===== src/pgc_pkg.sv =====
// Shared constants, types and helpers for the clock synthesis control block
package pgc_pkg;

	// Clock and timing
	localparam int CLK_MHZ      = 250;
	localparam int LOSS_TIME_NS = 400;
	localparam int LOSS_CYC     = (LOSS_TIME_NS * CLK_MHZ) / 1000;
	localparam int LOSS_W       = 9;
	localparam logic [LOSS_W-1:0] LOSS_LIMIT = LOSS_W'(LOSS_CYC);

	// Counter geometry
	localparam int CNT_W   = 11;
	localparam int MEAS_W  = 16;
	localparam int N_REGN  = 2;
	localparam int N_GLB   = 4;
	localparam int N_EXT   = 4;
	localparam int N_GATED = N_REGN + N_GLB;
	localparam int N_PORT  = N_GATED + N_EXT;
	localparam logic [CNT_W-1:0] CNT_ONE      = 11'h001;
	localparam logic [CNT_W-1:0] PRE_MAX      = 11'h200;
	localparam logic [CNT_W-1:0] FB_MAX       = 11'h200;
	localparam logic [CNT_W-1:0] POST_MAX_50  = 11'h400;
	localparam logic [CNT_W-1:0] POST_MAX_ODD = 11'h200;

	// Lock detection
	localparam logic [2:0]        LOCK_GOOD = 3'h4;
	localparam logic [MEAS_W-1:0] LOCK_TOL  = 16'h0001;

	// Register byte addresses
	localparam logic [7:0] ADR_PRE    = 8'h00;
	localparam logic [7:0] ADR_FB     = 8'h04;
	localparam logic [7:0] ADR_GATE   = 8'h08;
	localparam logic [7:0] ADR_DUTY   = 8'h0c;
	localparam logic [7:0] ADR_STATUS = 8'h10;
	localparam logic [7:0] ADR_POST   = 8'h40;
	localparam logic [7:0] ADR_POST_END = 8'h68;

	// Reset values
	localparam logic [CNT_W-1:0]   DIV_RST  = 11'h001;
	localparam logic [N_GATED-1:0] GATE_RST = 6'h3f;
	localparam logic [N_PORT-1:0]  DUTY_RST = 10'h3ff;

	// Input synchroniser bit positions
	localparam int SY_PRI = 0;
	localparam int SY_SEC = 1;
	localparam int SY_EN  = 2;
	localparam int SY_ARS = 3;
	localparam int SY_DET = 4;

	typedef struct packed {
		logic        cyc;
		logic        stb;
		logic        we;
		logic [7:0]  adr;
		logic [3:0]  sel;
		logic [31:0] dat;
	} pgc_wb_req_t;

	typedef struct packed {
		logic        ack;
		logic [31:0] dat;
	} pgc_wb_rsp_t;

	typedef struct packed {
		logic locked;
		logic clk_loss;
		logic ref_sel;
	} pgc_stat_t;

	// Zero reads as one; values above the ceiling saturate
	function automatic logic [CNT_W-1:0] pgc_clamp(input logic [CNT_W-1:0] v, input logic [CNT_W-1:0] hi);
		if (v == '0)
			return CNT_ONE;
		else if (v > hi)
			return hi;
		else
			return v;
	endfunction : pgc_clamp

endpackage : pgc_pkg


===== src/pgc_postdiv.sv =====
// Post-scale divider with falling-edge sampled output clock gate
`timescale 1ns/1ps
module pgc_postdiv (
	// Clock and reset
	input  wire logic                     clk_i,
	input  wire logic                     rst_i,
	// Control
	input  wire logic                     clr_i,
	input  wire logic [pgc_pkg::CNT_W-1:0] div_i,
	input  wire logic                     duty50_i,
	input  wire logic                     gate_i,
	// Output clock
	output      logic                     clk_o
);
	import pgc_pkg::*;

	logic [CNT_W-1:0] cnt_reg;
	logic [CNT_W-1:0] cnt_next;
	logic [CNT_W-1:0] eff;
	logic [CNT_W-1:0] hi;
	logic             div_reg;
	logic             div_next;
	logic             en_reg;

	always_comb begin
		eff = duty50_i ? pgc_clamp(div_i, POST_MAX_50) : pgc_clamp(div_i, POST_MAX_ODD);
		hi  = duty50_i ? CNT_W'((eff + CNT_ONE) >> 1) : CNT_ONE;
		if (clr_i || cnt_reg >= eff - CNT_ONE)
			cnt_next = '0;
		else
			cnt_next = cnt_reg + CNT_ONE;
		div_next = !clr_i && (cnt_next < hi);
	end

	always_ff @(posedge clk_i) begin
		if (rst_i) begin
			cnt_reg <= '0;
			div_reg <= 1'b0;
		end else begin
			cnt_reg <= cnt_next;
			div_reg <= div_next;
		end
	end

	// Gate only changes while the divided clock is low
	always_ff @(posedge clk_i) begin
		if (rst_i)
			en_reg <= 1'b0;
		else if (clr_i || (div_reg && !div_next))
			en_reg <= gate_i;
	end

	assign clk_o = div_reg & en_reg;

	gate_glitch_free_a: assert property (@(posedge clk_i) disable iff (rst_i)
		$changed(en_reg) |-> !div_reg)
		else $error("Output gate changed while divided clock high");

	count_in_range_a: assert property (@(posedge clk_i) disable iff (rst_i)
		$stable(div_i) && $stable(duty50_i) |-> cnt_reg < eff)
		else $error("Post-scale count beyond programmed divide");

	odd_duty_pulse_a: assert property (@(posedge clk_i) disable iff (rst_i)
		!duty50_i && $stable(div_i) && eff > CNT_ONE && $rose(div_reg) |=> !div_reg)
		else $error("Non-half duty output high longer than one cycle");

endmodule : pgc_postdiv


===== src/pgc_top.sv =====
// Clock synthesis control: scale counters, reference switchover, enables, output gating
// What this block does
// - One pre-scale, one feedback counter, range 1-512
// - Oscillator equals input times feedback over pre-scale
// - Each output port has its own post-scale divider
// - Two regional, four global, four external; 1-1024
// - Non-half duty cycle limits post-scale to 512
// - Switch to secondary reference when primary absent
// - Enable low: outputs zero, lock dropped
// - Enable high again: relock and resynchronise outputs
// - Reset high: counters cleared, outputs zero, unlocked
// - Reset released: resynchronise to reference while relocking
// - Detector disabled: hold setting, outputs keep running
// - Regional and global ports have own gate
// - Gate sampled on falling edge of divided clock
// - Output gating never touches the feedback loop
//
// Implementation choices: the Wishbone slave port and the register addresses.
`timescale 1ns/1ps
module pgc_top (
	// Clock and reset
	input  wire logic                      clk_i,
	input  wire logic                      rst_i,
	// Register bus
	input  wire pgc_pkg::pgc_wb_req_t      wb_req_i,
	output      pgc_pkg::pgc_wb_rsp_t      wb_rsp_o,
	// Reference clocks and control pins
	input  wire logic                      ref_pri_i,
	input  wire logic                      ref_sec_i,
	input  wire logic                      pll_enable_i,
	input  wire logic                      pll_areset_i,
	input  wire logic                      phase_freq_detector_en_i,
	// Output clocks and status
	output      logic [pgc_pkg::N_PORT-1:0] pll_clk_o,
	output      pgc_pkg::pgc_stat_t        status_o
);
	import pgc_pkg::*;

	// Registers
	logic [CNT_W-1:0]   pre_reg;
	logic [CNT_W-1:0]   fb_reg;
	logic [N_GATED-1:0] gate_reg;
	logic [N_PORT-1:0]  duty_reg;
	logic [CNT_W-1:0]   post_reg [N_PORT];
	logic               ack_reg;
	logic [31:0]        rdat_reg;

	// Synchronisers and reference sense
	logic [4:0]         sy1_reg;
	logic [4:0]         sy2_reg;
	logic [1:0]         ref_dly_reg;
	logic [1:0]         ref_edge;
	logic [LOSS_W-1:0]  loss_cnt_reg [2];
	logic [1:0]         absent;
	logic               ref_sel_reg;
	logic               act_edge;
	logic               act_absent;
	logic               clk_loss_reg;

	// Loop state
	logic               run_reg;
	logic               synced_reg;
	logic               locked_reg;
	logic [CNT_W-1:0]   n_cnt_reg;
	logic [MEAS_W-1:0]  meas_reg;
	logic [MEAS_W-1:0]  ctrl_word_reg;
	logic [2:0]         good_reg;
	logic [CNT_W-1:0]   n_eff;
	logic [CNT_W-1:0]   m_eff;
	logic [MEAS_W-1:0]  period;
	logic               tick;
	logic               match;
	logic               div_clr;

	// Bus decode
	logic               req;
	logic               wr_now;
	logic               post_hit;
	logic [3:0]         post_idx;
	logic [7:0]         post_off;
	logic [31:0]        rd_mux;

	// Input synchronisers
	always_ff @(posedge clk_i) begin
		if (rst_i) begin
			sy1_reg     <= '0;
			sy2_reg     <= '0;
			ref_dly_reg <= '0;
		end else begin
			sy1_reg     <= {phase_freq_detector_en_i, pll_areset_i, pll_enable_i, ref_sec_i, ref_pri_i};
			sy2_reg     <= sy1_reg;
			ref_dly_reg <= sy2_reg[SY_SEC:SY_PRI];
		end
	end

	assign ref_edge = sy2_reg[SY_SEC:SY_PRI] & ~ref_dly_reg;

	// Per-reference absence detectors
	genvar gi;
	generate
		for (gi = 0; gi < 2; gi++) begin : g_sense
			always_ff @(posedge clk_i) begin
				if (rst_i || ref_edge[gi])
					loss_cnt_reg[gi] <= '0;
				else if (loss_cnt_reg[gi] < LOSS_LIMIT)
					loss_cnt_reg[gi] <= loss_cnt_reg[gi] + LOSS_W'(1);
			end
			assign absent[gi] = (loss_cnt_reg[gi] >= LOSS_LIMIT);
		end
	endgenerate

	// Reference switchover, cleared by loop reset
	always_ff @(posedge clk_i) begin
		if (rst_i || sy2_reg[SY_ARS])
			ref_sel_reg <= 1'b0;
		else if (!ref_sel_reg && absent[0])
			ref_sel_reg <= 1'b1;
	end

	assign act_edge   = ref_sel_reg ? ref_edge[1] : ref_edge[0];
	assign act_absent = ref_sel_reg ? absent[1] : absent[0];

	always_ff @(posedge clk_i) begin
		if (rst_i)
			clk_loss_reg <= 1'b0;
		else
			clk_loss_reg <= act_absent;
	end

	// Loop runs only while enabled and out of reset
	always_ff @(posedge clk_i) begin
		if (rst_i)
			run_reg <= 1'b0;
		else
			run_reg <= sy2_reg[SY_EN] && !sy2_reg[SY_ARS];
	end

	// Pre-scale and feedback measurement
	always_comb begin
		n_eff  = pgc_clamp(pre_reg, PRE_MAX);
		m_eff  = pgc_clamp(fb_reg, FB_MAX);
		tick   = act_edge && (n_cnt_reg >= n_eff - CNT_ONE);
		period = meas_reg + MEAS_W'(1);
		// Oscillator cycles per n reference edges must be within LOCK_TOL of m
		match  = (period + LOCK_TOL >= MEAS_W'(m_eff)) && (period <= MEAS_W'(m_eff) + LOCK_TOL);
	end

	always_ff @(posedge clk_i) begin
		if (rst_i || !run_reg) begin
			n_cnt_reg <= '0;
			meas_reg  <= '0;
		end else begin
			if (tick)
				n_cnt_reg <= '0;
			else if (act_edge)
				n_cnt_reg <= n_cnt_reg + CNT_ONE;
			if (tick)
				meas_reg <= '0;
			else if (meas_reg != '1)
				meas_reg <= meas_reg + MEAS_W'(1);
		end
	end

	// Outputs restart aligned to the first pre-scale tick after release
	always_ff @(posedge clk_i) begin
		if (rst_i || !run_reg)
			synced_reg <= 1'b0;
		else if (tick)
			synced_reg <= 1'b1;
	end

	// Lock detection, frozen while the detector is disabled
	always_ff @(posedge clk_i) begin
		if (rst_i || !run_reg) begin
			locked_reg <= 1'b0;
			good_reg   <= '0;
		end else if (sy2_reg[SY_DET]) begin
			if (act_absent) begin
				locked_reg <= 1'b0;
				good_reg   <= '0;
			end else if (tick && synced_reg) begin
				if (!match) begin
					locked_reg <= 1'b0;
					good_reg   <= '0;
				end else if (good_reg >= LOCK_GOOD - 3'h1) begin
					locked_reg <= 1'b1;
				end else begin
					good_reg <= good_reg + 3'h1;
				end
			end
		end
	end

	// Last control setting, held while the detector is disabled
	always_ff @(posedge clk_i) begin
		if (rst_i || !run_reg)
			ctrl_word_reg <= '0;
		else if (sy2_reg[SY_DET] && tick && synced_reg)
			ctrl_word_reg <= period;
	end

	// Dividers are cleared only by enable, reset and resync, never by gates
	assign div_clr = !run_reg || !synced_reg;

	generate
		for (gi = 0; gi < N_PORT; gi++) begin : g_port
			pgc_postdiv u_div (
				.clk_i    (clk_i),
				.rst_i    (rst_i),
				.clr_i    (div_clr),
				.div_i    (post_reg[gi]),
				.duty50_i (duty_reg[gi]),
				.gate_i   ((gi < N_GATED) ? gate_reg[gi % N_GATED] : 1'b1),
				.clk_o    (pll_clk_o[gi])
			);
		end
	endgenerate

	assign status_o = '{locked: locked_reg, clk_loss: clk_loss_reg, ref_sel: ref_sel_reg};

	// Wishbone slave
	assign req      = wb_req_i.cyc && wb_req_i.stb;
	assign wr_now   = req && wb_req_i.we && ack_reg;
	assign post_hit = (wb_req_i.adr >= ADR_POST) && (wb_req_i.adr < ADR_POST_END);
	assign post_off = wb_req_i.adr - ADR_POST;
	assign post_idx = post_off[5:2];

	function automatic logic [CNT_W-1:0] lane_merge(input logic [CNT_W-1:0] old, input pgc_wb_req_t r);
		logic [CNT_W-1:0] v;
		v = old;
		if (r.sel[0])
			v[7:0] = r.dat[7:0];
		if (r.sel[1])
			v[CNT_W-1:8] = r.dat[CNT_W-1:8];
		return v;
	endfunction : lane_merge

	always_ff @(posedge clk_i) begin
		if (rst_i) begin
			ack_reg  <= 1'b0;
			rdat_reg <= '0;
		end else begin
			ack_reg  <= req && !ack_reg;
			rdat_reg <= rd_mux;
		end
	end

	always_ff @(posedge clk_i) begin
		if (rst_i) begin
			pre_reg  <= DIV_RST;
			fb_reg   <= DIV_RST;
			gate_reg <= GATE_RST;
			duty_reg <= DUTY_RST;
		end else if (wr_now) begin
			if (wb_req_i.adr == ADR_PRE)
				pre_reg <= lane_merge(pre_reg, wb_req_i);
			if (wb_req_i.adr == ADR_FB)
				fb_reg <= lane_merge(fb_reg, wb_req_i);
			if (wb_req_i.adr == ADR_GATE && wb_req_i.sel[0])
				gate_reg <= wb_req_i.dat[N_GATED-1:0];
			if (wb_req_i.adr == ADR_DUTY && wb_req_i.sel[0])
				duty_reg[7:0] <= wb_req_i.dat[7:0];
			if (wb_req_i.adr == ADR_DUTY && wb_req_i.sel[1])
				duty_reg[N_PORT-1:8] <= wb_req_i.dat[N_PORT-1:8];
		end
	end

	generate
		for (gi = 0; gi < N_PORT; gi++) begin : g_post
			always_ff @(posedge clk_i) begin
				if (rst_i)
					post_reg[gi] <= DIV_RST;
				else if (wr_now && post_hit && post_idx == 4'(gi))
					post_reg[gi] <= lane_merge(post_reg[gi], wb_req_i);
			end
		end
	endgenerate

	always_comb begin
		rd_mux = '0;
		if (post_hit)
			rd_mux[CNT_W-1:0] = post_reg[post_idx];
		else begin
			unique case (wb_req_i.adr)
				ADR_PRE:    rd_mux[CNT_W-1:0] = pre_reg;
				ADR_FB:     rd_mux[CNT_W-1:0] = fb_reg;
				ADR_GATE:   rd_mux[N_GATED-1:0] = gate_reg;
				ADR_DUTY:   rd_mux[N_PORT-1:0] = duty_reg;
				ADR_STATUS: rd_mux = {ctrl_word_reg, 12'h000, synced_reg, ref_sel_reg, clk_loss_reg, locked_reg};
				default:    rd_mux = '0;
			endcase
		end
	end

	assign wb_rsp_o = '{ack: ack_reg, dat: rdat_reg};

	// Checks
	disabled_outputs_low_a: assert property (@(posedge clk_i) disable iff (rst_i)
		!run_reg |=> pll_clk_o == '0 && !locked_reg)
		else $error("Outputs or lock active while loop disabled");

	reset_drops_lock_a: assert property (@(posedge clk_i) disable iff (rst_i)
		sy2_reg[SY_ARS] |-> ##2 !locked_reg && n_cnt_reg == '0 && pll_clk_o == '0)
		else $error("Loop reset did not clear counters and lock");

	resync_hold_a: assert property (@(posedge clk_i) disable iff (rst_i)
		run_reg && !synced_reg |=> pll_clk_o == '0)
		else $error("Output clock before resynchronisation tick");

	lock_needs_match_a: assert property (@(posedge clk_i) disable iff (rst_i)
		$rose(locked_reg) |-> $past(tick) && $past(match) && $past(sy2_reg[SY_DET]))
		else $error("Lock asserted without frequency match");

	switchover_a: assert property (@(posedge clk_i) disable iff (rst_i)
		!ref_sel_reg && absent[0] && !sy2_reg[SY_ARS] |=> ref_sel_reg)
		else $error("No switchover on absent primary reference");

	loss_status_a: assert property (@(posedge clk_i) disable iff (rst_i)
		act_absent ##1 $stable(ref_sel_reg) |-> clk_loss_reg)
		else $error("Loss status missing while reference absent");

	detector_hold_a: assert property (@(posedge clk_i) disable iff (rst_i)
		run_reg && !sy2_reg[SY_DET] ##1 run_reg |-> $stable(locked_reg) && $stable(ctrl_word_reg))
		else $error("Loop state moved while detector disabled");

	pre_range_a: assert property (@(posedge clk_i) disable iff (rst_i)
		n_eff >= CNT_ONE && n_eff <= PRE_MAX && m_eff >= CNT_ONE && m_eff <= FB_MAX)
		else $error("Scale counter outside one to 512");

	ack_single_a: assert property (@(posedge clk_i) disable iff (rst_i)
		ack_reg |=> !ack_reg)
		else $error("Bus acknowledge held longer than one cycle");

	loss_clear_a: assert property (@(posedge clk_i) disable iff (rst_i)
		!act_absent |=> !clk_loss_reg)
		else $error("Loss status stuck after reference edges resumed");

	sync_on_tick_a: assert property (@(posedge clk_i) disable iff (rst_i)
		run_reg && !synced_reg && tick |=> synced_reg)
		else $error("Outputs not resynchronised at first pre-scale tick");

	enable_low_a: assert property (@(posedge clk_i) disable iff (rst_i)
		!sy2_reg[SY_EN] |-> ##2 !locked_reg && pll_clk_o == '0)
		else $error("Outputs or lock active while enable pin low");

endmodule : pgc_top


===== config.mk =====
export PLATFORM = sky130hd
export DESIGN_NAME = pgc_top
export DESIGN_NICKNAME = d
export VERILOG_FILES = /design/src/pgc_pkg.sv /design/src/pgc_postdiv.sv /design/src/pgc_top.sv
export SDC_FILE = /design/constraint.sdc
export NUM_CORES = 1
export LEC_CHECK = 0
export BUFFER_PORTS_ARGS = -buffer_cell sky130_fd_sc_hd__buf_2
export CAP_MARGIN = 20
export CORE_MARGIN = 3
export CORE_UTILIZATION = 25
export DETAILED_ROUTE_END_ITERATION = 7
export SETUP_SLACK_MARGIN = 0.5
export SLEW_MARGIN = 20
export SYNTH_ARGS = -nofsm -noshare
export SYNTH_HDL_FRONTEND = slang
export SYNTH_SLANG_ARGS = --single-unit

===== constraint.sdc =====
create_clock -name clk_i -period 6.62 [get_ports clk_i]
set_input_delay 0.331 -clock clk_i [delete_from_list [all_inputs] [get_ports clk_i]]
set_output_delay 0.331 -clock clk_i [all_outputs]
set_load 0.03 [all_outputs]

==> run_results.csv <==
group,metric,value,unit
critical_path,crit_type,"flop to flop",
final_layout,area_growth,14.1,%
detailed_routing,wl,79600,um
global_route,overflow,0,
cts,cts_sinks,387,
final_layout,mostFrequentLayoutCell,"nor2_1",
final_layout,nets,3644,
sta,finalSetupTns,0,ns
critical_path,cp-end-kind,"flop",
die,core_area,110000,um2
logic_synthesis,yosysUniqueCellTypes,83,
sta,skew,0.0357,ns
detailed_routing,avgRoutedWirePerCell,16.5,um
cts,cts_tree,"built",
sta,period_share,0.878,
logic_synthesis,synth_top_area_frac,0.187,
critical_path,worstPathRequired,7.10,ns
cts,clk_pin_slew,0.06,ns
die,start_util,0.253,
sta,rsz0062_at_grt,"true",
detailed_routing,drt_iter0_drc,2254,
die,die_y,339,um
die,fp-row-count,121,
critical_path,r2r_start,"post_reg[3][3]",
cts,cts-htree-levels,2,
final_layout,drive_above_1_share,0.0996,
cts,clock_latency,0.60,ns
cts,cts_max_path_buffers,3,
detailed_routing,drc_errors,0,
logic_synthesis,syn_avg_cell_area,8.44,um2
critical_path,startpoint,"post_reg[3][3]",
critical_path,crit_path_max_fanout,7,
global_route,grt_pass1_vias,22400,
sta,slew_headroom,0.342,
die,die_x,339,um
logic_synthesis,yosysSeqAreaShare,0.325,
sta,tightest_slew,0.987,ns
detailed_routing,ant_nets,0,
die,io_pins,100,
pwr,power.leakage,12.3,nW
detailed_routing,drt_pass1_iterations,7,
place,io_buffer_count,71,
sta,setup_viol,0,
pwr,p_total,5.68,mW
global_route,grt_max_degree,45,
critical_path,crit_arrival,6.29,ns
pwr,p_per_area,179,nW/um2
sta,min_period,5.81,ns
cts,cts_inserted_buffers,48,
logic_synthesis,syn-cell-area,27800,um2
place,hpwlAfterDp,59500,um
final_layout,num-fill-cells,11700,
global_route,grtUsageTotal,0.133,
min_path,hold_start,"rst_i",
sta,hold_viol,0,
logic_synthesis,yosysWarnings,0,
detailed_routing,route.vias.total,23800,
detailed_routing,via_per_inst,4.92,
job,drv_cap,0,
die,die_area,115000,um2
logic_synthesis,synthTopCellsByArea,"dfxtp_1 (19%), edfxtp_1 (14%), ha_1 (12%)",
global_route,grt_pass1_wl,124000,um
sta,max_freq,172,MHz
logic_synthesis,yosysTopAreaCell,"dfxtp_1",
logic_synthesis,ys_ff_latch,387,
critical_path,startpoint_type,"flop",
logic_synthesis,synth-edff-count,128,
global_route,grt_antenna_before_repair,10,
status,status,"finished clean",
pwr,vdd_ir_drop_max,0.163,mV
sta,finalMaxSlewViolations,0,
logic_synthesis,syn_inst,3291,
min_path,holdCritPathClass,"input pin to flop",
cts,clockRootBuffer,"clkbuf_16",
final_layout,layout_common_cells,"nor2_1 (401), nand2_1 (308), ha_1 (276), dfxtp_1 (259), nand3_1 (166)",
logic_synthesis,ys_async_sr_fraction,0,
logic_synthesis,synth_ff_type,"dfxtp_1",
place,place.gp.congestion,0.876,
path summary, 6_finish.rpt:
check | end | slack (ns) | cells past startpoint
worst max-delay path | g_port[3].u_div.en_reg | 0.81 | 26
worst max register to register | g_port[3].u_div.en_reg | 0.81 | 26
worst min-delay path | g_port[2].u_div.en_reg | 0.17 | 2
worst min register to register | ref_sel_reg | 0.43 | 1
Yosys cell counts (12+ instances only):
| cell | number |
|---|---|
| a211oi_1 | 58 |
| o21ai_1 | 15 |
| nor2b_1 | 46 |
| and3_1 | 69 |
| inv_1 | 109 |
| dfxtp_1 | 259 |
| mux2i_1 | 49 |
| nor4_1 | 31 |
| or4_1 | 13 |
| xnor2_1 | 152 |
| a221oi_1 | 12 |
| o31ai_1 | 15 |
| buf_4 | 20 |
| o211ai_1 | 28 |
| and2_1 | 130 |
| nand3_1 | 166 |
| nor3_1 | 104 |
| a21oi_1 | 117 |
| nor2_1 | 403 |
| mux4_2 | 28 |
| xor2_1 | 97 |
| nand2_1 | 313 |
| o21ai_0 | 98 |
| edfxtp_1 | 128 |
| nand4_1 | 39 |
| clkbuf_1 | 156 |
| o21a_1 | 23 |
| a31oi_1 | 20 |
| or3_1 | 32 |
| ha_1 | 276 |
| nand2b_1 | 37 |
| a21o_1 | 73 |
layout make-up:
| cell class | count | area, um2 | share of cell area |
|---|---|---|---|
| Timing Repair Buffer | 158 | 1040 | 0.0327 |
| Clock inverter | 28 | 277 | 0.00873 |
| Clock buffer | 61 | 1290 | 0.0408 |
| Multi-Input combinational cell | 2608 | 17800 | 0.561 |
| Sequential cell | 387 | 9030 | 0.285 |
| Tap cell | 1476 | 1850 | 0.0583 |
| Inverter | 111 | 417 | 0.0132 |
| Antenna cell | 6 | 15.0 | 0.000474 |
routing by layer:
metal	GRT usage	part of all wire	routed length, um
met1	0.183	0.46	36300
met3	0.0269	0.075	5950
met5	0	0.00016	13
met2	0.211	0.44	35300
met4	0.0381	0.026	2090
critical path, stage by stage (launching register included):
cell,delay [ns]
edfxtp_1,0.38
or4_4,0.58
or4_4,0.51
o21ai_2,0.14
and2_4,0.19
or2_4,0.15
and2_1,0.16
inv_1,0.05
ha_1,0.25
a21bo_2,0.24
xnor2_1,0.15
ha_1,0.29
and3_1,0.21
a221oi_2,0.22
o21ai_1,0.12
a21oi_2,0.21
nand2_2,0.14
nor2_2,0.15
ha_1,0.24
a21o_1,0.18
a21o_1,0.17
a21oi_1,0.15
o221ai_1,0.17
a21o_1,0.22
a31oi_2,0.15
mux2i_1,0.19
nor2_1,0.05
kinds of logic after synthesis:
group | share of synthesized area
muxes | 0.0432
adders and majority gates | 0.124
buffers and inverters | 0.0452
other | 0.000270
DFF | 0.325
and+or+nand+nor | 0.250
xor gates and xnor gates | 0.0785
AOI/OAI and AO/OA | 0.133
metrics by stage:
step / setup WS [ns] / hold WS [ns] / instances / cell area [um2] / util
after detailed placement: 0.355 / 0.422 / 4694 / 29500 / 0.269
after CTS: 0.518 / 0.117 / 4790 / 31200 / 0.284
after global placement: 0.445 / 0.412 / 4693 / 29500 / 0.269
final: 0.807 / 0.165 / 4835 / 31700 / 0.289
after global routing: 0.479 / 0.158 / 4830 / 31700 / 0.289
after floorplan: 0.822 / 0.395 / 3302 / 27800 / -
power breakdown:
part,internal (mW),total [mW],switching (mW)
logic,0.190,0.502,0.313
clock network,1.54,2.63,1.08
registers,2.49,2.55,0.0579
total,4.22,5.68,1.45
timing repair:
item / 4_1_cts / 5_1_grt
endpoints found under the setup margin: 2 / 16
endpoints found under the hold margin: 6 / 0
gates resized for setup: 4 / 49
buffers inserted: 0 / 39
pin swaps: 0 / 4
hold buffers: 7 / 0
(Power assumes the default switching activity.)
